--- src/hdl/armd_regs.svh ---
`ifndef ARMD_REGS_SVH
`define ARMD_REGS_SVH

// ----------------------------------------
// task-file offsets
// ----------------------------------------
`define ARMD_OFS_DATA 10'h1F0
`define ARMD_OFS_FEAT 10'h1F1
`define ARMD_OFS_SC 10'h1F2
`define ARMD_OFS_SN 10'h1F3
`define ARMD_OFS_CL 10'h1F4
`define ARMD_OFS_CH 10'h1F5
`define ARMD_OFS_DH 10'h1F6
`define ARMD_OFS_CMD 10'h1F7

// ----------------------------------------
// command and feature codes
// ----------------------------------------
`define ARMD_CMD_RD_MULT 8'hC4
`define ARMD_CMD_RD_DMA 8'hC8
`define ARMD_CMD_RD_DMA_NR 8'hC9
`define ARMD_CMD_SET_MULT 8'hC6
`define ARMD_CMD_SET_FEAT 8'hEF
`define ARMD_FEAT_XFER_MODE 8'h03
`define ARMD_MODE_MW2 8'h22
`define ARMD_MODE_UDMA2 8'h42

// ----------------------------------------
// field positions
// ----------------------------------------
`define ARMD_ST_BSY 7
`define ARMD_ST_DRDY 6
`define ARMD_ST_DSC 4
`define ARMD_ST_DRQ 3
`define ARMD_ST_ERR 0
`define ARMD_ER_UNC 6
`define ARMD_ER_ABRT 2
`define ARMD_DH_LBA 6
`define ARMD_DH_DRV 4

// ----------------------------------------
// reset values, geometry and counts
// ----------------------------------------
`define ARMD_RST_SC 8'h01
`define ARMD_RST_SN 8'h01
`define ARMD_RST_ERR 8'h01
`define ARMD_RST_ZERO 8'h00
`define ARMD_OWN_DRIVE 1'b0
`define ARMD_WORD_LAST 8'hFF
`define ARMD_CHS_SPT 8'h3F
`define ARMD_CHS_HEAD_LAST 4'hF

`endif

--- src/hdl/armd_pkg.sv ---
package armd_pkg;

  // device sequencer states
  typedef enum logic [2:0] {
    DEV_IDLE = 3'b001,
    DEV_FETCH = 3'b010,
    DEV_XFER = 3'b100
  } armd_dev_state_e;

  // host sequencer states
  typedef enum logic [4:0] {
    HST_IDLE = 5'b00001,
    HST_WR = 5'b00010,
    HST_WAIT = 5'b00100,
    HST_RDBK = 5'b01000,
    HST_DATA = 5'b10000
  } armd_hst_state_e;

  // user operations of the host end
  typedef enum logic [1:0] {
    OP_RD_MULT = 2'b00,
    OP_RD_DMA = 2'b01,
    OP_SET_MULT = 2'b10,
    OP_SET_FEAT = 2'b11
  } armd_op_e;

  // dma timing mode chosen by set features
  typedef enum logic [1:0] {
    DMA_NONE = 2'b00,
    DMA_MW2 = 2'b01,
    DMA_UDMA2 = 2'b10
  } armd_dma_mode_e;

endpackage

--- src/hdl/armd_if.sv ---
`timescale 1ns/10ps

interface armd_if;
  logic [9:0] addr;
  logic wr_stb;
  logic rd_stb;
  logic [7:0] wdata;
  logic [15:0] rdata;
  logic intrq;
  logic dmarq;
  logic dmack;
  logic [15:0] dma_data;

  modport dev (
    input addr, wr_stb, rd_stb, wdata, dmack,
    output rdata, intrq, dmarq, dma_data
  );

  modport host (
    output addr, wr_stb, rd_stb, wdata, dmack,
    input rdata, intrq, dmarq, dma_data
  );
endinterface

--- src/hdl/armd_device.sv ---
// Function
// RQ1 - multiple read interrupts once per block
// RQ2 - drq set only at block start
// RQ3 - sector count means total sectors requested
// RQ4 - count below block size still executes
// RQ5 - host never issues multiple read with zero
// RQ6 - full blocks first, then remainder block
// RQ7 - multiple read without block size aborts
// RQ8 - error stops; registers show failing sector
// RQ9 - interrupt together with drq per block
// RQ10 - host sets block size before multiple read
// RQ11 - count zero on success, remaining on error
// RQ12 - dma read moves data under dmarq
// RQ13 - device alone drives dmarq
// RQ14 - dma read posts status once at end
// RQ15 - dma error stops, interrupts, posts status
// RQ16 - lba mode start and end addresses
// RQ17 - features 03, count 22 selects mw2
// RQ18 - features 03, count 42 selects udma2
// RQ19 - lba packs head nibble, cylinder, sector
// RQ20 - count zero means 256 sectors
// RQ21 - dh bit 6 lba, bit 4 drive
`timescale 1ns/10ps
`include "armd_regs.svh"

module armd_device
  import armd_pkg::*;
(
  input wire logic core_clk,
  input wire logic sys_rst,
  armd_if.dev bus,
  output logic [27:0] med_addr,
  output logic med_lba_mode,
  output logic [7:0] med_idx,
  input wire logic [15:0] med_word,
  input wire logic med_err,
  output logic busy,
  output armd_dma_mode_e dma_mode
);

  armd_dev_state_e state_q, state_d;
  logic [7:0] fr_q, fr_d, err_q, err_d, sc_q, sc_d, sn_q, sn_d;
  logic [7:0] cl_q, cl_d, ch_q, ch_d, dh_q, dh_d;
  logic bsy_q, bsy_d, drq_q, drq_d, errst_q, errst_d, intrq_q, intrq_d;
  logic [7:0] mult_q, mult_d, blk_q, blk_d, idx_q, idx_d;
  logic dma_q, dma_d;
  armd_dma_mode_e mode_q, mode_d;
  logic [15:0] rdata_q, rdata_d, ddata_q, ddata_d;
  logic [7:0] status;
  logic [8:0] rem;
  logic consume;
  logic [31:0] nxt;

  // ----------------------------------------
  // address stepping
  // ----------------------------------------
  // packed as {dh, ch, cl, sn}; chs wraps sector, then head, then cylinder
  function automatic logic [31:0] addr_step(input logic lba, input logic [7:0] sn, input logic [7:0] cl,
                                            input logic [7:0] ch, input logic [7:0] dh);
    logic [27:0] l;
    logic [15:0] cyl;
    logic [31:0] r;
    l = {dh[3:0], ch, cl, sn} + 28'h000_0001;
    cyl = {ch, cl} + 16'h0001;
    r = {dh, ch, cl, sn};
    if (lba)
    begin
      r = {dh[7:4], l}; // RQ16 RQ19
    end
    else if (sn != `ARMD_CHS_SPT)
    begin
      r[7:0] = sn + 8'h01;
    end
    else
    begin
      r[7:0] = 8'h01;
      if (dh[3:0] != `ARMD_CHS_HEAD_LAST)
      begin
        r[27:24] = dh[3:0] + 4'h1;
      end
      else
      begin
        r[27:24] = 4'h0;
        r[23:8] = cyl;
      end
    end
    return r;
  endfunction

  // ----------------------------------------
  // status and derived values
  // ----------------------------------------
  always_comb
  begin
    status = 8'h00;
    status[`ARMD_ST_BSY] = bsy_q;
    status[`ARMD_ST_DRDY] = ~bsy_q;
    status[`ARMD_ST_DSC] = ~bsy_q;
    status[`ARMD_ST_DRQ] = drq_q;
    status[`ARMD_ST_ERR] = errst_q;
    rem = (sc_q == 8'h00) ? 9'h100 : {1'b0, sc_q}; // RQ3 RQ20
    nxt = addr_step(dh_q[`ARMD_DH_LBA], sn_q, cl_q, ch_q, dh_q);
  end

  // a word leaves only when the transfer phase accepts it
  assign consume = (state_q == DEV_XFER) &&
                   (dma_q ? bus.dmack : (bus.rd_stb && bus.addr == `ARMD_OFS_DATA)); // RQ12

  // ----------------------------------------
  // command sequencer, next values
  // ----------------------------------------
  always_comb
  begin
    state_d = state_q;
    fr_d = fr_q;
    err_d = err_q;
    sc_d = sc_q;
    sn_d = sn_q;
    cl_d = cl_q;
    ch_d = ch_q;
    dh_d = dh_q;
    bsy_d = bsy_q;
    drq_d = drq_q;
    errst_d = errst_q;
    intrq_d = intrq_q;
    mult_d = mult_q;
    blk_d = blk_q;
    idx_d = idx_q;
    dma_d = dma_q;
    mode_d = mode_q;
    rdata_d = rdata_q;
    ddata_d = ddata_q;

    // register reads; a status read acknowledges the interrupt
    if (bus.rd_stb)
    begin
      case (bus.addr)
        `ARMD_OFS_FEAT: rdata_d = {8'h00, err_q};
        `ARMD_OFS_SC: rdata_d = {8'h00, sc_q};
        `ARMD_OFS_SN: rdata_d = {8'h00, sn_q};
        `ARMD_OFS_CL: rdata_d = {8'h00, cl_q};
        `ARMD_OFS_CH: rdata_d = {8'h00, ch_q};
        `ARMD_OFS_DH: rdata_d = {8'h00, dh_q};
        `ARMD_OFS_CMD:
        begin
          rdata_d = {8'h00, status};
          intrq_d = 1'b0;
        end
        default: rdata_d = 16'h0000;
      endcase
    end

    // task-file writes are ignored while a command runs
    if (bus.wr_stb && state_q == DEV_IDLE)
    begin
      case (bus.addr)
        `ARMD_OFS_FEAT: fr_d = bus.wdata;
        `ARMD_OFS_SC: sc_d = bus.wdata;
        `ARMD_OFS_SN: sn_d = bus.wdata;
        `ARMD_OFS_CL: cl_d = bus.wdata;
        `ARMD_OFS_CH: ch_d = bus.wdata;
        `ARMD_OFS_DH: dh_d = bus.wdata;
        `ARMD_OFS_CMD:
        begin
          if (dh_q[`ARMD_DH_DRV] == `ARMD_OWN_DRIVE) // RQ21
          begin
            err_d = 8'h00;
            errst_d = 1'b0;
            blk_d = 8'h00;
            case (bus.wdata)
              `ARMD_CMD_RD_MULT:
              begin
                if (mult_q != 8'h00)
                begin
                  dma_d = 1'b0;
                  bsy_d = 1'b1;
                  state_d = DEV_FETCH;
                end
                else
                begin
                  err_d[`ARMD_ER_ABRT] = 1'b1; // RQ7
                  errst_d = 1'b1;
                  intrq_d = 1'b1;
                end
              end
              `ARMD_CMD_RD_DMA, `ARMD_CMD_RD_DMA_NR:
              begin
                dma_d = 1'b1;
                bsy_d = 1'b1;
                state_d = DEV_FETCH;
              end
              `ARMD_CMD_SET_MULT:
              begin
                mult_d = sc_q; // zero disables multiple mode
                intrq_d = 1'b1;
              end
              `ARMD_CMD_SET_FEAT:
              begin
                intrq_d = 1'b1;
                if (fr_q == `ARMD_FEAT_XFER_MODE && sc_q == `ARMD_MODE_MW2)
                begin
                  mode_d = DMA_MW2; // RQ17
                end
                else if (fr_q == `ARMD_FEAT_XFER_MODE && sc_q == `ARMD_MODE_UDMA2)
                begin
                  mode_d = DMA_UDMA2; // RQ18
                end
                else
                begin
                  err_d[`ARMD_ER_ABRT] = 1'b1;
                  errst_d = 1'b1;
                end
              end
              default:
              begin
                err_d[`ARMD_ER_ABRT] = 1'b1;
                errst_d = 1'b1;
                intrq_d = 1'b1;
              end
            endcase
          end
        end
        default: ;
      endcase
    end

    // sector sequencing; an interrupt set here wins over a status read
    case (state_q)
      DEV_IDLE: ;
      DEV_FETCH:
      begin
        if (med_err)
        begin
          // address stays on the failing sector, count drops it
          err_d[`ARMD_ER_UNC] = 1'b1; // RQ8 RQ15
          errst_d = 1'b1;
          sc_d = sc_q - 8'h01; // RQ8 RQ11
          bsy_d = 1'b0;
          drq_d = 1'b0;
          intrq_d = 1'b1; // RQ15
          state_d = DEV_IDLE;
        end
        else
        begin
          idx_d = 8'h00;
          state_d = DEV_XFER;
          if (!dma_q && blk_q == 8'h00)
          begin
            blk_d = (rem > {1'b0, mult_q}) ? mult_q : rem[7:0]; // RQ4 RQ6
            drq_d = 1'b1; // RQ2
            bsy_d = 1'b0;
            intrq_d = 1'b1; // RQ1 RQ9
          end
        end
      end
      DEV_XFER:
      begin
        if (consume)
        begin
          idx_d = idx_q + 8'h01;
          if (dma_q)
          begin
            ddata_d = med_word;
          end
          else
          begin
            rdata_d = med_word;
          end
          if (idx_q == `ARMD_WORD_LAST)
          begin
            sc_d = sc_q - 8'h01; // RQ11
            blk_d = blk_q - 8'h01;
            if (sc_q == 8'h01)
            begin
              bsy_d = 1'b0;
              drq_d = 1'b0;
              intrq_d = dma_q; // RQ14
              state_d = DEV_IDLE;
            end
            else
            begin
              {dh_d, ch_d, cl_d, sn_d} = nxt; // RQ16
              state_d = DEV_FETCH;
              if (!dma_q && blk_q == 8'h01)
              begin
                drq_d = 1'b0; // RQ2
                bsy_d = 1'b1;
              end
            end
          end
        end
      end
      default: state_d = DEV_IDLE;
    endcase
  end

  // ----------------------------------------
  // state registers
  // ----------------------------------------
  always_ff @(posedge core_clk)
  begin
    if (sys_rst)
    begin
      state_q <= DEV_IDLE;
      fr_q <= `ARMD_RST_ZERO;
      err_q <= `ARMD_RST_ERR;
      sc_q <= `ARMD_RST_SC;
      sn_q <= `ARMD_RST_SN;
      cl_q <= `ARMD_RST_ZERO;
      ch_q <= `ARMD_RST_ZERO;
      dh_q <= `ARMD_RST_ZERO;
      bsy_q <= 1'b0;
      drq_q <= 1'b0;
      errst_q <= 1'b0;
      intrq_q <= 1'b0;
      mult_q <= `ARMD_RST_ZERO;
      blk_q <= `ARMD_RST_ZERO;
      idx_q <= `ARMD_RST_ZERO;
      dma_q <= 1'b0;
      mode_q <= DMA_NONE;
      rdata_q <= 16'h0000;
      ddata_q <= 16'h0000;
    end
    else
    begin
      state_q <= state_d;
      fr_q <= fr_d;
      err_q <= err_d;
      sc_q <= sc_d;
      sn_q <= sn_d;
      cl_q <= cl_d;
      ch_q <= ch_d;
      dh_q <= dh_d;
      bsy_q <= bsy_d;
      drq_q <= drq_d;
      errst_q <= errst_d;
      intrq_q <= intrq_d;
      mult_q <= mult_d;
      blk_q <= blk_d;
      idx_q <= idx_d;
      dma_q <= dma_d;
      mode_q <= mode_d;
      rdata_q <= rdata_d;
      ddata_q <= ddata_d;
    end
  end

  // ----------------------------------------
  // outputs
  // ----------------------------------------
  assign bus.dmarq = (state_q == DEV_XFER) && dma_q; // RQ13
  assign bus.intrq = intrq_q;
  assign bus.rdata = rdata_q;
  assign bus.dma_data = ddata_q;
  assign med_addr = {dh_q[3:0], ch_q, cl_q, sn_q}; // RQ19
  assign med_lba_mode = dh_q[`ARMD_DH_LBA]; // RQ21
  assign med_idx = idx_q;
  assign busy = (state_q != DEV_IDLE);
  assign dma_mode = mode_q;

endmodule

--- src/flat_wrapper.sv ---
// flat-port wrapper written by rule: the top's interface ports become plain ports
module armd_device_flat import armd_pkg::*;
  (core_clk, sys_rst, med_addr, med_lba_mode, med_idx, med_word, med_err, busy, dma_mode, bus_addr, bus_wr_stb, bus_rd_stb, bus_wdata, bus_dmack, bus_rdata, bus_intrq, bus_dmarq, bus_dma_data);
  armd_if bus_i ();
  input wire logic core_clk;
  input wire logic sys_rst;
  output logic [27:0] med_addr;
  output logic med_lba_mode;
  output logic [7:0] med_idx;
  input wire logic [15:0] med_word;
  input wire logic med_err;
  output logic busy;
  output armd_dma_mode_e dma_mode;
  input wire logic [$bits(bus_i.addr)-1:0] bus_addr;
  input wire logic [$bits(bus_i.wr_stb)-1:0] bus_wr_stb;
  input wire logic [$bits(bus_i.rd_stb)-1:0] bus_rd_stb;
  input wire logic [$bits(bus_i.wdata)-1:0] bus_wdata;
  input wire logic [$bits(bus_i.dmack)-1:0] bus_dmack;
  output wire logic [$bits(bus_i.rdata)-1:0] bus_rdata;
  output wire logic [$bits(bus_i.intrq)-1:0] bus_intrq;
  output wire logic [$bits(bus_i.dmarq)-1:0] bus_dmarq;
  output wire logic [$bits(bus_i.dma_data)-1:0] bus_dma_data;
  assign bus_i.addr = bus_addr;
  assign bus_i.wr_stb = bus_wr_stb;
  assign bus_i.rd_stb = bus_rd_stb;
  assign bus_i.wdata = bus_wdata;
  assign bus_i.dmack = bus_dmack;
  assign bus_rdata = bus_i.rdata;
  assign bus_intrq = bus_i.intrq;
  assign bus_dmarq = bus_i.dmarq;
  assign bus_dma_data = bus_i.dma_data;
  armd_device u_core (.core_clk(core_clk), .sys_rst(sys_rst), .bus(bus_i), .med_addr(med_addr), .med_lba_mode(med_lba_mode), .med_idx(med_idx), .med_word(med_word), .med_err(med_err), .busy(busy), .dma_mode(dma_mode));
endmodule
--- config.mk ---
export PLATFORM = sky130hd
export DESIGN_NAME = armd_device_flat
export DESIGN_NICKNAME = d
export VERILOG_FILES = /design/src/hdl/armd_pkg.sv /design/src/hdl/armd_if.sv /design/src/hdl/armd_device.sv /design/src/flat_wrapper.sv
export VERILOG_INCLUDE_DIRS = /design/src /design/src/hdl
export SDC_FILE = /design/constraint.sdc
export NUM_CORES = 1
export LEC_CHECK = 0
export ABC_CLOCK_PERIOD_IN_PS = 5190
export BUFFER_PORTS_ARGS = -buffer_cell sky130_fd_sc_hd__clkbuf_2
export CAP_MARGIN = 20
export CORE_UTILIZATION = 45
export DETAILED_ROUTE_END_ITERATION = 7
export PLACE_DENSITY = 0.66
export SETUP_SLACK_MARGIN = 0.1
export SLEW_MARGIN = 20
export SYNTH_ARGS = -nofsm -noshare
export SYNTH_HDL_FRONTEND = slang
export SYNTH_SLANG_ARGS = --single-unit
--- constraint.sdc ---
create_clock -name core_clk -period 5.19 [get_ports core_clk]
set_clock_uncertainty 0.15 [all_clocks]
set_input_delay 0.7785 -clock core_clk [delete_from_list [all_inputs] [get_ports core_clk]]
set_output_delay 0.7785 -clock core_clk [all_outputs]
set_load 0.01 [all_outputs]
# Word-level counts from Yosys, hierarchy flattened
# Index checks and enable logic that the tools add are counted.
# totals
word_cells,205
in_bits,40
output_inout_bits,74
reg_bits,117
# op_classes
order_cmp,1
n_mux,114
n_reduce_logical,26
addsub,7
n_bitwise,2
eq_ne,34
# ops
cell,count
$mux W8,40
$eq A10 B9 Y1 const B,8
$mux W16,5
$pmux W8 S7,1
$eq A8 B8 Y1 const B,6
$pmux W8 S2,3
$mux W1,39
$add A28 B1 Y28 const B,1
$mux W28,1
$mux W3,7
$mux W7,3
$mux W20,1
$add A16 B1 Y16 const B,1
$add A8 B1 Y8 const B,2
$eq A8 B1 Y1 const B,2
$logic_not A8 Y1,2
$sub A8 B1 Y8 const B,2
$reduce_and A5 Y1,3
$ne A6 B5 Y1 const B,2
$pmux W1 S2,6
$gt A9 B8 Y1,1
$mux W9,1
$pmux W3 S3,1
$reduce_and A3 Y1,3
other kinds (27),43

# Logic depth before layout (Yosys ltp)
# depth
depth_word,12
ltp_mapped,12
ltp_nobuf,11

# Least setup slack after synthesis
# Ideal clock, no wire load.
# synth_timing
path_kind,input -> register
startpoint,input port bus_addr[9]
endpoint,register u_core.mult_q[0]
path_buffers,1
stages,6
t_required_ns,4.912
t_arrival_ns,2.395
slack_ns,2.517
setup_ns,0.128
cell_sequence,nand4b_2 > or4_4 > or4_4 > buf_6 > mux2i_1 > nor2_1
# synth_via
elab_chain_len,2
# synth_rtl
element,line_no,text
"start, declared",flat_wrapper.sv:14,input wire logic [$bits(bus_i.addr)-1:0] bus_addr;
$eq A10 B9 Y1,armd_device.sv:156,case (bus.addr)
$reduce_and A4 Y1 (no source line),-,
"end signal, assigned",armd_device.sv:316,mult_q <= `ARMD_RST_ZERO;
"end signal, assigned",armd_device.sv:338,mult_q <= mult_d;
"end, declared",armd_device.sv:45,"logic [7:0] mult_q, mult_d, blk_q, blk_d, idx_q, idx_d;"
# No other way between the ends.
# A chain may end at the register's enable or synchronous reset.

# Worst setup path after layout
# layout_timing
startpoint,register u_core.sc_q[4]
endpoint,register u_core.blk_q[2]
# layout_via
elab_chain_len,7
# layout_rtl
element,line_no,text
"start, declared",armd_device.sv:42,"logic [7:0] fr_q, fr_d, err_q, err_d, sc_q, sc_d, sn_q, sn_d;"
"start signal, assigned",armd_device.sv:307,sc_q <= `ARMD_RST_SC;
$logic_not A8 Y1,armd_device.sv:101,"rem = (sc_q == 8'h00) ? 9'h100 : {1'b0, sc_q};"
$mux W9 (*),armd_device.sv:101,
$gt A9 B8 Y1,armd_device.sv:249,"blk_d = (rem > {1'b0, mult_q}) ? mult_q : rem[7:0];"
$mux W8 (*),armd_device.sv:249,
$mux W8 (*),armd_device.sv:247,if (!dma_q && blk_q == 8'h00)
$mux W8 (*),armd_device.sv:232,if (med_err)
$pmux W8 S2 (*),armd_device.sv:228,case (state_q)
"end signal, assigned",armd_device.sv:317,blk_q <= `ARMD_RST_ZERO;
"end signal, assigned",armd_device.sv:339,blk_q <= blk_d;
"end, declared",armd_device.sv:45,
# Mark *: on every way between the ends. The rest lies on a longest branch, timed or not.

==> impl_metrics.ini <==
[outcome]
outcome = complete, no violations

[clocking]
postCtsSetupRepairBufs = 0
numCtsBuffers = 17
clk-insertion-delay-late_ps = 420
holdBufCountCts = 0
clkTransAtPathRegs_ps = 60
cts.root.buffer_cell = clkbuf_16
cts_tree = built
post_cts_resized = 0
h-tree-depth = 4
clockBufferDepth = 2
cts_sinks = 117

[yosys]
synth_cell_type_count = 84
ys_seq_area_frac = 0.339
yosysWarnings = 0
synth-async-reset-ratio = 0
synth_edf_count = 0
synth_cells = 872
synth_top_flop_cell = dfxtp_1
synth_nets = 930
synthesis.area_mm2 = 0.00691
ys_seq_elements = 117
post_synth.cell_area_avg_um2 = 7.92

[sta]
period_needed_ps = 3160
fmax_mhz = 317
period_share = 0.608
hold_ws_ps = 297
tightest_slew_ps = 935
slew_headroom = 0.373
rsz0062_at_grt = no
setup-violations-final = 0
slew_violations = 0
timing.final.ws_setup_ps = 2030
tns_ps = 0
hold_viol = 0

[worst_setup_path]
crit_top_cell = a21oi_1
cp_data_required_time_ps = 5390
r2r-end = u_core.blk_q[2]
critPathCapture = u_core.blk_q[2]
critPathSlowestCell = nor3_2
rrSetupSlack_ps = 2030
cp-end-kind = flip-flop
worst-setup-path-type = flip-flop to flip-flop
worst_path_largest_cell_delay_ps = 600
path_cells = nor3_2, a31oi_1, ha_1, nand2b_1, a21oi_1, o31ai_1, a31o_1, mux2_1, a21oi_1
r2r_cells = 9
critical_path.startpoint = u_core.sc_q[4]
reg2reg_from = u_core.sc_q[4]
critical_path_arrival_ps = 3360
start_kind = flip-flop
crit_fanout = 10

[finish]
antennaDiodeCount = 0
stdcell_count = 1140
drive_above_1_share = 0.191
area_growth_pct = 17.1
nFillCells = 1456
fin_nets = 1001

[power_and_ir_drop]
pwr-share-seq = 0.403
swShare = 0.242
leakage_uw = 0.00316
comb_power_share = 0.039
internal-power_uw = 1690
net-switching-power_uw = 540
ir_worst_vdd_mv = 0.210
powerDensity_mw_per_mm2 = 276
power_frac_clock = 0.559

[routing]
drc = 0
drt_iter0_drc = 769
ant_nets = 0
firstDrtPassIters = 8
wire_per_inst_um = 19.5
routed_wl_mm = 22.2
avgViaCountPerCell = 6.16
num_vias = 7019

[floorplanning]
die_w_um = 126
die_height_um = 126
row_count = 44
fp.coreArea_mm2 = 0.0148
die-area_mm2 = 0.0158
io_pins = 114
initial_core_util = 0.468

[global_route]
grt_max_degree = 58
antenna_found_initial = 0
grt_pass1_wl_mm = 34.7
grt_usage = 0.282
grt_pass1_vias = 6216
grt-ovfl-total = 0

[placed_design]
dp_hpwl_mm = 15.8
dp_slack_ps = 1780
place_inst = 1108
port_buffers = 113
gp_congestion = 0.900

[flow_run]
drv_cap = 0

[min_path]
min_path_cells = 2
hold_path.class = flip-flop to flip-flop
-- placed cells by master (no fill, tap or decap), types with 7 or more instances in the layout --
master     count
a211oi_1      11
a21oi_1       62
a222oi_1       7
a22oi_1       13
a311oi_1       9
a31oi_1       16
buf_4          7
clkbuf_16     17
clkbuf_2     112
dfxtp_1      117
ha_1          18
inv_1         23
mux2i_1       39
nand2_1      117
nand2b_1       8
nand3_1       30
nand4_1       10
nor2_1       102
nor3_1        22
nor4_1         8
o211ai_1      10
o21ai_0       25
o22ai_1        9
-- synth_stat cells (6+ instances only) --
library cell / count / area, um^2
mux2i_1: 39 / 390
a311oi_1: 9 / 78.8
nor3_1: 23 / 115
inv_1: 23 / 86.3
nand3_1: 30 / 150
and2_1: 6 / 37.5
xnor2_1: 6 / 52.6
a21oi_1: 62 / 310
nand4_1: 10 / 62.6
nand2b_1: 8 / 50.1
and3_1: 6 / 37.5
dfxtp_1: 117 / 2340
buf_2: 17 / 85.1
a31oi_1: 16 / 100
clkbuf_1: 39 / 146
xor2_1: 6 / 52.6
o21ai_0: 25 / 125
nor4_1: 9 / 56.3
ha_1: 18 / 225
nor2_1: 102 / 383
a211oi_1: 11 / 82.6
nand2_1: 117 / 439
a222oi_1: 7 / 70.1
o22ai_1: 9 / 56.3
o211ai_1: 10 / 75.1
a22oi_1: 13 / 97.6
-- power by group through the flow --
stage	registers (uW)	logic (uW)	clock network (uW)
2_1_floorplan	918	45.9	0
6_report	899	86.3	1250
3_3_place_gp	918	84.7	0
4_1_cts	899	84.9	1260
3_5_place_dp	918	84.7	0
5_1_grt	898	91.5	1310
-- how the worst min path moves through the flow --
stage	start	endpoint
2_1_floorplan	u_core.err_q[0]	u_core.err_q[0]
3_3_place_gp	u_core.err_q[0]	u_core.err_q[0]
3_5_place_dp	u_core.err_q[0]	u_core.err_q[0]
4_1_cts	u_core.err_q[0]	u_core.err_q[0]
5_1_grt	u_core.err_q[0]	u_core.err_q[0]
6_report	u_core.err_q[0]	u_core.err_q[0]
-- cells by family after synthesis --
kind of cell | share of synthesized area
AOI/OAI and AO/OA | 0.215
xor gates and xnor gates | 0.0152
adders and majority gates | 0.0326
buffers and inverters | 0.0569
DFF | 0.339
muxes | 0.0859
and+or+nand+nor | 0.255
-- final cells by class --
| cell class | count | area, um^2 | share of cell area |
|---|---|---|---|
| well taps | 184 | 230 | 0.0285 |
| clock buffers | 17 | 425 | 0.0526 |
| clock inverters | 15 | 194 | 0.0240 |
| inverters | 25 | 93.8 | 0.0116 |
| flip-flops and latches | 117 | 2340 | 0.290 |
| multi-input cells | 663 | 4190 | 0.518 |
| repair buffers | 119 | 613 | 0.0758 |
-- layer usage --
layer | global-route usage | share of wire | up-vias
met2 | 0.447 | 0.47 | 343
met4 | 0.111 | 0.032 | 0
met5 | 0 | 0 | -
met1 | 0.375 | 0.42 | 3292
met3 | 0.0586 | 0.086 | 63
li1 | - | - | 3321
-- critical path, delay by kind of cell, from the launching register on --
kind	cells	cell delay (ps)
muxes	1	390
adders and majority gates	1	340
and+or+nand+nor	2	670
AOI/OAI and AO/OA	5	1050
DFF	1	470
-- through the flow --
stage,utilization,instance area [um^2],power [uW]
5_1_grt,0.548,8090,2300
4_1_cts,0.548,8090,2240
6_report,0.548,8090,2230
3_5_place_dp,0.506,7470,1000
2_1_floorplan,-,6910,964
3_3_place_gp,0.506,7460,1000
Note: power is estimated with default switching activity, not from simulation.
